File: src/rtl/cfgm_defines.svh
`ifndef CFGM_DEFINES_SVH
`define CFGM_DEFINES_SVH

// ==========================================================================
// address window of the mirrored configuration bytes
`define CFGM_BASE_ADDR 8'hc0
`define CFGM_LAST_ADDR 8'hca
`define CFGM_NUM_BYTES 11
`define CFGM_PWR_INDEX 4'h0

// ==========================================================================
// values
`define CFGM_FACTORY_VALUE 8'h00
`define CFGM_READ_NONE 8'h00
`define CFGM_PWR_WMASK 8'h7f
`define CFGM_FULL_WMASK 8'hff

// ==========================================================================
// power management byte fields
`define CFGM_CLK_DIS_BIT 6
`define CFGM_SWMODE_HI 5
`define CFGM_SWMODE_LO 4
`define CFGM_TRICKLE_HI 3
`define CFGM_TRICKLE_LO 0

// ==========================================================================
// timing: 66 ms first refresh delay at 50 MHz
`define CFGM_FIRST_REFRESH_MS 64'h0000_0000_0000_0042
`define CFGM_CLK_HZ 64'h0000_0000_02fa_f080
`define CFGM_MS_PER_S 64'h0000_0000_0000_03e8

`endif

File: src/rtl/cfgm_pkg.sv
package cfgm_pkg;
`include "cfgm_defines.svh"

	typedef logic [7:0] cfgm_byte_t;

	// sequencing of the power-up load
	typedef enum logic [1:0] {
		CFGM_ST_WAIT,
		CFGM_ST_LOAD,
		CFGM_ST_RUN
	} cfgm_state_e;

	// cycles of the first refresh delay, rounded down, at least one
	localparam longint unsigned CFGM_REFRESH_RAW =
		(`CFGM_FIRST_REFRESH_MS * `CFGM_CLK_HZ) / `CFGM_MS_PER_S;
	localparam int unsigned CFGM_REFRESH_CYCLES =
		(CFGM_REFRESH_RAW < 1) ? 1 : int'(CFGM_REFRESH_RAW);

endpackage

File: src/rtl/cfgm_nvm_if.sv
`timescale 1ns/10ps
`include "cfgm_defines.svh"
// ==========================================================================
// link between the mirror logic and the nonvolatile store
interface cfgm_nvm_if #(
	parameter int NUM_BYTES = `CFGM_NUM_BYTES
);
	logic [NUM_BYTES-1:0][7:0] mirror;
	logic [NUM_BYTES-1:0][7:0] store;
	logic wr_all;
	logic fill;

	modport ctl (output mirror, output wr_all, output fill, input store);
	modport nvm (input mirror, input wr_all, input fill, output store);
endinterface

File: src/rtl/cfgm_nvm.sv
`timescale 1ns/10ps
`include "cfgm_defines.svh"
// ==========================================================================
// nonvolatile configuration store
module cfgm_nvm
	import cfgm_pkg::*;
#(
	parameter int NUM_BYTES = `CFGM_NUM_BYTES
) (
	input wire logic clk_i,
	cfgm_nvm_if.nvm nv
);
	cfgm_byte_t store_mem [NUM_BYTES];

	// no reset on purpose: contents must survive a power-on reset
	genvar g;
	for (g = 0; g < NUM_BYTES; g++) begin : g_cell
		always_ff @(posedge clk_i) begin
			if (nv.fill) begin
				store_mem[g] <= `CFGM_FACTORY_VALUE;
			end else if (nv.wr_all) begin
				store_mem[g] <= nv.mirror[g];
			end
		end
		assign nv.store[g] = store_mem[g];
	end
endmodule // cfgm_nvm

File: src/rtl/cfgm_top.sv
`timescale 1ns/10ps
`include "cfgm_defines.svh"
// ==========================================================================
// configuration bytes with nonvolatile store and ram mirror

// Behaviour
// - Bytes C0h..CAh live both in nonvolatile store and in a ram mirror.
// - Mirror drives the controlled functions directly; host writes act at once.
// - About 66 ms after power-up the store is copied into the mirror.
// - Factory content of the power management byte is all zeros.
// - Power management byte always readable; writes refused under write protection.
// - Byte holds switchover mode, trickle charger bits and active-low clock enable.
module cfgm_top
	import cfgm_pkg::*;
#(
	parameter int NUM_BYTES = `CFGM_NUM_BYTES,
	parameter int unsigned FIRST_REFRESH_CYCLES = CFGM_REFRESH_CYCLES
) (
	input wire logic clk_i,
	input wire logic rst_n_i,
	input wire logic [7:0] reg_addr_i,
	input wire logic reg_wr_i,
	input wire logic reg_rd_i,
	input wire logic [7:0] reg_wdata_i,
	input wire logic wp_active_i,
	input wire logic nvm_update_i,
	input wire logic nvm_refresh_i,
	input wire logic factory_fill_i,
	output logic [7:0] reg_rdata_o,
	output logic reg_rvalid_o,
	output logic wr_blocked_o,
	output logic first_load_done_o,
	output logic clock_output_disable_o,
	output logic [1:0] backup_switch_mode_o,
	output logic [3:0] trickle_ctrl_o
);

	// ======================================================================
	// local sizes
	localparam int IDX_W = (NUM_BYTES > 1) ? $clog2(NUM_BYTES) : 1;
	localparam int CNT_W = $clog2(FIRST_REFRESH_CYCLES + 1);
	localparam logic [CNT_W-1:0] CNT_LAST = CNT_W'(FIRST_REFRESH_CYCLES - 1);

	// ======================================================================
	// address decoding, shared by the read and the write path
	function automatic logic cfgm_hit(input logic [7:0] addr);
		return (addr >= `CFGM_BASE_ADDR) && (addr <= `CFGM_LAST_ADDR);
	endfunction

	function automatic logic [IDX_W-1:0] cfgm_index(input logic [7:0] addr);
		logic [7:0] off;
		off = addr - `CFGM_BASE_ADDR;
		return off[IDX_W-1:0];
	endfunction

	// the reserved top bit of the power management byte never stores a one
	function automatic cfgm_byte_t cfgm_wmask(input int idx);
		return (idx == int'(`CFGM_PWR_INDEX)) ? `CFGM_PWR_WMASK : `CFGM_FULL_WMASK;
	endfunction

	// ======================================================================
	// state
	cfgm_state_e state_reg;
	cfgm_state_e state_next;
	logic [CNT_W-1:0] delay_cnt_reg;
	cfgm_byte_t mirror_reg [NUM_BYTES];
	cfgm_byte_t rdata_reg;
	logic rvalid_reg;
	logic blocked_reg;
	logic done_reg;
	logic load_all;
	logic wr_hit;
	logic wr_ok;
	logic [IDX_W-1:0] wr_idx;
	logic [IDX_W-1:0] rd_idx;

	cfgm_nvm_if #(.NUM_BYTES(NUM_BYTES)) nv_if ();

	// ======================================================================
	// nonvolatile store
	cfgm_nvm #(
		.NUM_BYTES(NUM_BYTES)
	) u_nvm (
		.clk_i(clk_i),
		.nv(nv_if.nvm)
	);

	// factory fill is independent of the mirror state machine
	assign nv_if.fill = factory_fill_i;

	// mirror to store copy only once the power-up load is over, so a copy
	// cannot overwrite the store with the reset value of the mirror;
	// the switchover mode is not checked, the host owns that precaution
	assign nv_if.wr_all = nvm_update_i && (state_reg == CFGM_ST_RUN);

	// ======================================================================
	// power-up sequencing
	always_comb begin
		state_next = state_reg;
		unique case (state_reg)
			CFGM_ST_WAIT: begin
				if (delay_cnt_reg == CNT_LAST) begin
					state_next = CFGM_ST_LOAD;
				end
			end
			CFGM_ST_LOAD: begin
				state_next = CFGM_ST_RUN;
			end
			CFGM_ST_RUN: begin
				state_next = CFGM_ST_RUN;
			end
		endcase
	end

	always_ff @(posedge clk_i) begin
		if (!rst_n_i) begin
			state_reg <= CFGM_ST_WAIT;
		end else begin
			state_reg <= state_next;
		end
	end

	// the delay counter stops once the wait is over to save toggling
	always_ff @(posedge clk_i) begin
		if (!rst_n_i) begin
			delay_cnt_reg <= '0;
		end else if (state_reg == CFGM_ST_WAIT && delay_cnt_reg != CNT_LAST) begin
			delay_cnt_reg <= delay_cnt_reg + CNT_W'(1);
		end
	end

	// flag for software and for the functions that rely on loaded values
	always_ff @(posedge clk_i) begin
		if (!rst_n_i) begin
			done_reg <= 1'b0;
		end else if (state_reg == CFGM_ST_LOAD) begin
			done_reg <= 1'b1;
		end
	end

	// store to mirror copy: the power-up load, or a refresh request later
	assign load_all = (state_reg == CFGM_ST_LOAD) ||
		((state_reg == CFGM_ST_RUN) && nvm_refresh_i);

	// ======================================================================
	// host write path
	assign wr_hit = reg_wr_i && cfgm_hit(reg_addr_i);
	assign wr_ok = wr_hit && !wp_active_i;
	assign wr_idx = cfgm_index(reg_addr_i);

	// one mirror cell per byte; a host write in the same cycle as a load
	// wins, since it is the newer intent of software
	genvar g;
	for (g = 0; g < NUM_BYTES; g++) begin : g_mirror
		always_ff @(posedge clk_i) begin
			if (!rst_n_i) begin
				mirror_reg[g] <= `CFGM_FACTORY_VALUE;
			end else if (wr_ok && wr_idx == IDX_W'(g)) begin
				mirror_reg[g] <= reg_wdata_i & cfgm_wmask(g);
			end else if (load_all) begin
				mirror_reg[g] <= nv_if.store[g] & cfgm_wmask(g);
			end
		end
		assign nv_if.mirror[g] = mirror_reg[g];
	end

	// a refused write leaves a one-cycle pulse so software can tell
	always_ff @(posedge clk_i) begin
		if (!rst_n_i) begin
			blocked_reg <= 1'b0;
		end else begin
			blocked_reg <= wr_hit && wp_active_i;
		end
	end

	// ======================================================================
	// host read path
	assign rd_idx = cfgm_index(reg_addr_i);

	// reads ignore write protection; outside the window they return zero
	always_ff @(posedge clk_i) begin
		if (!rst_n_i) begin
			rdata_reg <= `CFGM_READ_NONE;
			rvalid_reg <= 1'b0;
		end else begin
			rvalid_reg <= reg_rd_i;
			if (reg_rd_i) begin
				if (cfgm_hit(reg_addr_i)) begin
					rdata_reg <= mirror_reg[rd_idx];
				end else begin
					rdata_reg <= `CFGM_READ_NONE;
				end
			end
		end
	end

	// ======================================================================
	// outputs; function controls come straight from the mirror flops
	assign reg_rdata_o = rdata_reg;
	assign reg_rvalid_o = rvalid_reg;
	assign wr_blocked_o = blocked_reg;
	assign first_load_done_o = done_reg;
	assign clock_output_disable_o = mirror_reg[`CFGM_PWR_INDEX][`CFGM_CLK_DIS_BIT];
	assign backup_switch_mode_o =
		mirror_reg[`CFGM_PWR_INDEX][`CFGM_SWMODE_HI:`CFGM_SWMODE_LO];
	assign trickle_ctrl_o =
		mirror_reg[`CFGM_PWR_INDEX][`CFGM_TRICKLE_HI:`CFGM_TRICKLE_LO];

endmodule // cfgm_top

File: config.mk
export PLATFORM = sky130hd
export DESIGN_NAME = cfgm_top
export DESIGN_NICKNAME = d
export VERILOG_FILES = /design/src/rtl/cfgm_pkg.sv /design/src/rtl/cfgm_nvm_if.sv /design/src/rtl/cfgm_nvm.sv /design/src/rtl/cfgm_top.sv
export VERILOG_INCLUDE_DIRS = /design/src /design/src/rtl
export SDC_FILE = /design/constraint.sdc
export NUM_CORES = 1
export LEC_CHECK = 0
export ABC_AREA = 1
export BUFFER_PORTS_ARGS = -buffer_cell sky130_fd_sc_hd__buf_4
export CORE_MARGIN = 1
export CORE_UTILIZATION = 62
export DETAILED_ROUTE_END_ITERATION = 12
export PLACE_DENSITY_LB_ADDON = 0.05
export SYNTH_ARGS = -nofsm -noshare
export SYNTH_HDL_FRONTEND = slang
export SYNTH_HIERARCHICAL = 1
export SYNTH_SLANG_ARGS = --single-unit
File: constraint.sdc
create_clock -name clk_i -period 2.9 [get_ports clk_i]
set_input_delay 0.29 -clock clk_i [delete_from_list [all_inputs] [get_ports clk_i]]
set_output_delay 0.29 -clock clk_i [all_outputs]
set_load 0.05 [all_outputs]
==> out/qor.yml, run 1 <==
status: "finished clean"
r2r_slack_ns: 0.85
grt_max_degree: 88
mappedNetlistArea_sq_mm: 0.0104
fmax_ghz: 0.489
grt_pass1_wl_mm: 40.5
worst_ep_arrival_time_ns: 2.47
drive_gt1_share_pct: 10.1
cts_root_buf: "clkbuf_16"
hold_buffers: 0
required_ns: 3.32
crit_chain: "ha_1 -> nand3_1 -> nor2_1 -> nand3_1 -> nand2_1 -> inv_1 -> nand2_1 -> a21oi_1"
io_buffers: 41
cts_tree: "yes"
worst_pin_slew_ns: 0.706
worst_hold_path_type: "input pin to flop"
cp-start-kind: "flop"
initial_core_util_pct: 64.5
grt_remaining_overflow: 0
register_area_sq_mm: 0.00593
leakagePower_nw: 5.00
drv_cap: 0
critPathKind: "flop to flop"
cts-htree-levels: 1
gr-usage-all-layers_pct: 30.3
path_clk_slew_ns: 0.06
critPathSlowestCell: "inv_1"
period_minus_slack_ns: 2.05
multi_input_area_sq_mm: 0.00365
postCtsSetupRepairBufs: 0
antenna_cells: 0
die_w_microns: 131
clock_latency_ns: 0.52
end_kind: "flop"
skew_ns: 0.0257
power_density_mw_per_mm2: 774
vias_per_cell: 5.42
drtIter0Drc: 789
cp_max_fo: 23
setup_viol: 0
synthCells: 1225
antenna_found_initial: 0
rsz0062_at_grt: "false"
first_global_vias: 7509
dr_total_vias: 8037
synth_nets: 1253
hold_viol: 0
cts.sinks: 209
wire_per_inst_microns: 17.2
drc: 0
power.total_mw: 8.98
yosys_warnings: 6
fin_nets: 1279
max_stage_delay_ns: 0.53
place.gp.congestion: 0.930
area_growth_pct: 11.5
design.die.area_sq_mm: 0.0173
clockBufferDepth: 3
slew_headroom_pct: 52.9
drt-total-wl_mm: 25.5
tns_ns: 0
syn-mean-instance-area_sq_um: 8.49
vdd_drop_max_mv: 0.630
fin_crit_sh_pct: 70.6
drv_slew: 0
floorplan.die.height_microns: 131
numCtsBuffers: 22
postRouteAntennaNets: 0
ios: 42
core_sq_mm: 0.0161
fp-row-count: 46
fillers: 1266
place_hpwl_mm: 17.0
drtPass1Iterations: 8
cts_resized: 0
-- placed cells by master, fill, tap and decap left out --
cell type,count
clkbuf_8,1
edfxtp_1,174
nor2_2,3
clkbuf_1,8
nor2_4,11
dfxtp_1,35
nand3b_2,1
o211ai_1,4
nor2_1,235
buf_12,3
clkbuf_16,23
nor2_8,1
or2_2,8
ha_1,4
o21ai_0,23
bufinv_16,4
nand4_1,3
a21oi_1,24
clkinv_2,3
inv_2,3
nand2_2,4
nand3_2,4
nand2_4,2
clkinv_1,1
buf_4,50
xor2_1,8
nand3b_1,3
or2_4,1
nand2_1,374
nand3_4,6
inv_1,144
nor3_1,2
xnor2_1,5
nand3_1,92
-- layer usage --
layer  track usage, %  up-vias  part of all wire, %
met5                0        -                    0
met3             5.40       72                  8.6
li1                 -     3912                    -
met4             12.5        0                  4.4
met2             47.3      369                   45
met1             42.0     3684                   42
-- final cells by class --
type / instances / share of cell area (%)
Timing Repair Buffer: 53 / 3.76
Inverter: 147 / 4.76
Clock buffer: 32 / 5.34
Sequential cell: 209 / 51.1
Tap cell: 216 / 2.33
Multi-Input combinational cell: 818 / 31.5
Clock inverter: 8 / 1.20
-- metrics by stage --
step / setup slack [ns] / utilization [%] / hold WS, ns / instance area, sq um / std cells
2_1_floorplan: 0.749 / - / 0.409 / 10400 / 1225
3_5_place_dp: 0.713 / 67.2 / 0.457 / 10800 / 1443
6_report: 0.853 / 71.9 / 0.0549 / 11600 / 1483
3_3_place_gp: 0.711 / 67.2 / 0.455 / 10800 / 1443
4_1_cts: 0.825 / 71.9 / 0.0378 / 11600 / 1483
5_1_grt: 0.654 / 71.9 / 0.0897 / 11600 / 1483
-- path summary, 6_finish.rpt --
check | startpoint | end | cells after the start
worst max-delay path | delay_cnt_reg[0]$_SDFFE_PN0P_ | delay_cnt_reg[6]$_SDFFE_PN0P_ | 8
worst min-delay path | reg_rd_i | reg_rvalid_o$_SDFF_PN0_ | 3
worst max register to register | delay_cnt_reg[0]$_SDFFE_PN0P_ | delay_cnt_reg[6]$_SDFFE_PN0P_ | 8
worst min register to register | reg_rdata_o[7]$_SDFFE_PN0P_ | reg_rdata_o[7]$_SDFFE_PN0P_ | 2
-- worst max-delay path, delay by kind of cell (launching register included) --
kind,cells,cell delay [ns]
AND/OR/NAND/NOR,5,0.65
buffers and inverters,1,0.53
flip-flops,1,0.34
adder cells (fa/ha/maj),1,0.28
AO/OA/AOI/OAI,1,0.16
-- power breakdown --
| group | internal, mW | leakage, nW | switching (mW) |
|---|---|---|---|
| Sequential | 3.99 | 2.11 | 0.403 |
| Clock | 1.84 | 0.370 | 1.13 |
| Combinational | 0.435 | 2.52 | 1.18 |
| Total | 6.26 | 5.00 | 2.71 |
No activity file was read; power rests on OpenSTA's default activity.
==> inputs of run 2 (changes only) <==
--- a/config.mk
+++ b/config.mk
@@ -6,7 +6,7 @@
 export SDC_FILE = /design/constraint.sdc
 export NUM_CORES = 1
 export LEC_CHECK = 0
-export ABC_AREA = 1
+export ABC_AREA = 0
 export BUFFER_PORTS_ARGS = -buffer_cell sky130_fd_sc_hd__buf_4
 export CORE_MARGIN = 1
 export CORE_UTILIZATION = 62
==> constraint.sdc (replaced) <==
create_clock -name clk_i -period 2.11 [get_ports clk_i]
set_input_delay 0.211 -clock clk_i [delete_from_list [all_inputs] [get_ports clk_i]]
set_output_delay 0.211 -clock clk_i [all_outputs]
set_load 0.05 [all_outputs]
==> run 2 against run 1 <==
Non-clock buffer count up 37. Critical path depth down 1. Sequential power up 7.7%. Design area down 3.3%. Global-route usage up 1.6 points. Clock skew down 0.013 ns. Total power up 0.36%. Fmax up 1.3%. Synthesized cell count down 33%. Critical endpoint is now mirror_reg[2][6]$_DFFE_PP_. Combinational power down 66%. Largest cell class unchanged.
==> out/qor.yml, run 2 <==
ios: 42  # unchanged
crit_chain: "inv_1 -> ha_1 -> a21oi_1 -> buf_4 -> nand2b_1 -> a21oi_1 -> a22o_1"
tns_ns: 0  # unchanged
fmax_ghz: 0.495  # +1.3%
syn-mean-instance-area_sq_um: 12.0  # +41%
area_growth_pct: 14.1
fillers: 1034  # -18%
worst_hold_path_type: "input pin to flop"
finalNonFillerCells: 1095  # -26%
fin_crit_sh_pct: 95.8  # +25 points
antenna_cells: 0  # unchanged
leakagePower_nw: 4.25  # -15%
initial_core_util_pct: 64.2  # -0.34 points
dr_total_vias: 7161  # -11%
rsz0062_at_grt: "true"
first_global_vias: 6880  # -8.4%
crit_top_cell: "a21oi_1"
antenna_found_initial: 0  # unchanged
ff2ff_path_depth: 7  # -1
fin_nets: 897  # -30%
cts_tree: "yes"
post-place-ws_ns: -0.0457  # -0.759 ns
path_clk_slew_ns: 0.06  # about the same
drive_gt1_share_pct: 17.5  # +7.4 points
period_minus_slack_ns: 2.02  # -0.0259 ns
gr-usage-all-layers_pct: 31.9  # +1.6 points
skew_ns: 0.0123  # -0.0134 ns
cts_root_buf: "clkbuf_16"
cts.sinks: 209  # unchanged
hold_slack_ns: 0.0489  # -0.00598 ns
worstHoldStart: "reg_wr_i"
power_density_mw_per_mm2: 804  # +3.8%
clock_latency_ns: 0.51  # about the same
worst_ep_arrival_time_ns: 2.39  # -0.08 ns
grt_pass1_wl_mm: 39.3  # -2.9%
synthCells: 822  # -33%
clockBufferDepth: 3  # unchanged
regToRegEndpoint: "mirror_reg[2][6]$_DFFE_PP_"
layout_common_cells: "edfxtp_1 (174), buf_4 (85), nand3_1 (83), o21ai_0 (82), and3b_1 (79)"
place_hpwl_mm: 16.3  # -3.7%
yosys_warnings: 6  # unchanged
dp_cells: 1054  # -27%
cp-start-kind: "flop"
postRouteAntennaNets: 0  # unchanged
floorplan.die.height_microns: 128  # -2.7%
worst_pin_slew_ns: 0.763  # +0.0579 ns
core_sq_mm: 0.0153  # -5.0%
drtIter0Drc: 913  # +16%
design_area_sq_mm: 0.0112  # -3.3%
fp-row-count: 45  # -2.2%
grt_remaining_overflow: 0  # unchanged
r2r_slack_ns: 0.09  # -0.76 ns
mappedNetlistArea_sq_mm: 0.00983  # -5.5%
synth_nets: 850  # -32%
drv_cap: 0  # unchanged
final_common_cell: "edfxtp_1"
required_ns: 2.48  # -0.84 ns
crit_family: "compound AO/OA/AOI/OAI gates"
hold_path_depth: 3  # unchanged
vias_per_cell: 6.54  # +21%
r2r_start: "state_reg[1]$_SDFFE_PN0N_"
design.die.area_sq_mm: 0.0164  # -5.4%
dpl_cell_area_sq_mm: 0.0105  # -3.0%
fin_ws_ns: 0.0891  # -0.764 ns
slew_headroom_pct: 49.1  # -3.8 points
numCtsBuffers: 23  # +4.5%
cp_max_fo: 8  # -65%
drv_slew: 0  # unchanged
status: "finished clean"
end_kind: "flop"
place.gp.congestion: 0.857  # -7.8%
worstHoldEndpoint: "wr_blocked_o$_SDFF_PN0_"
max_stage_delay_ns: 0.62  # +0.09 ns
hold_viol: 0  # unchanged
critPathKind: "flop to flop"
path_buf_inv: 2  # +1
drc: 0  # unchanged
drt-total-wl_mm: 25.3  # -0.48%
cp_num_cells: 7  # -1
die_w_microns: 128  # -2.7%
grt_max_degree: 52  # -41%
io_buffers: 41  # unchanged
wire_per_inst_microns: 23.1  # +35%
critPathSlowestCell: "a21oi_1"
vdd_drop_max_mv: 0.631  # about the same
drtPass1Iterations: 5  # -3
setup_viol: 0  # unchanged
cts-htree-levels: 1  # unchanged
==> run 2: how the worst max path moves through the flow <==
stage	start	endpoint	slack (ns)
floorplan	state_reg[0]$_SDFFE_PN0N_	u_nvm/store_mem[0][0]$_SDFFCE_PN0P_	0.12
global placement	reg_addr_i[5]	mirror_reg[3][0]$_DFFE_PP_	-0.04
detailed placement	reg_addr_i[4]	mirror_reg[3][2]$_DFFE_PP_	-0.05
CTS	delay_cnt_reg[14]$_SDFFE_PN0P_	delay_cnt_reg[0]$_SDFFE_PN0P_	0.05
global route	delay_cnt_reg[13]$_SDFFE_PN0P_	delay_cnt_reg[2]$_SDFFE_PN0P_	-0.01
finish	state_reg[1]$_SDFFE_PN0N_	mirror_reg[2][6]$_DFFE_PP_	0.09
==> run 2: worst min-delay path, stage by stage <==
cell     delay [ns]
buf_4          0.14
nand2_1        0.09
nor3_1         0.06
==> run 2: metrics by stage <==
step	power, mW	util, %
6_report	9.01	73.2
5_1_grt	9.24	73.2
3_3_place_gp	5.33	68.7
3_5_place_dp	5.35	68.7
4_1_cts	9.04	73.2
2_1_floorplan	5.09	-
==> run 2: power breakdown <==
group	switching [mW]	internal, mW	leakage, nW	total (mW)
clock network	1.57	2.16	0.335	3.72
registers	0.106	4.64	1.93	4.74
logic	0.345	0.196	1.98	0.541
total	2.02	6.99	4.25	9.01
==> run 2: timing repair <==
item	in CTS	in global routing
resized for setup	0	2
setup buffers	0	0
hold buffers	1	0
setup endpoints to repair	0	10
endpoints found under the hold margin	1	0
==> run 2: routing by layer <==
metal,global-route usage (%),vias up,wire [microns]
met1,45.7,3502,10200
met5,0,-,0
li1,-,3169,-
met4,10.5,0,919
met2,48.8,415,11600
met3,7.05,75,2600
==> run 2: final cells by class <==
class	count	area (sq um)	share of cell area, %
flip-flops and latches	209	5930	52.9
multi-input cells	517	3510	31.3
repair buffers	90	728	6.49
clock buffers	32	619	5.52
well taps	211	264	2.35
inverters	28	105	0.937
clock inverters	8	61.3	0.547
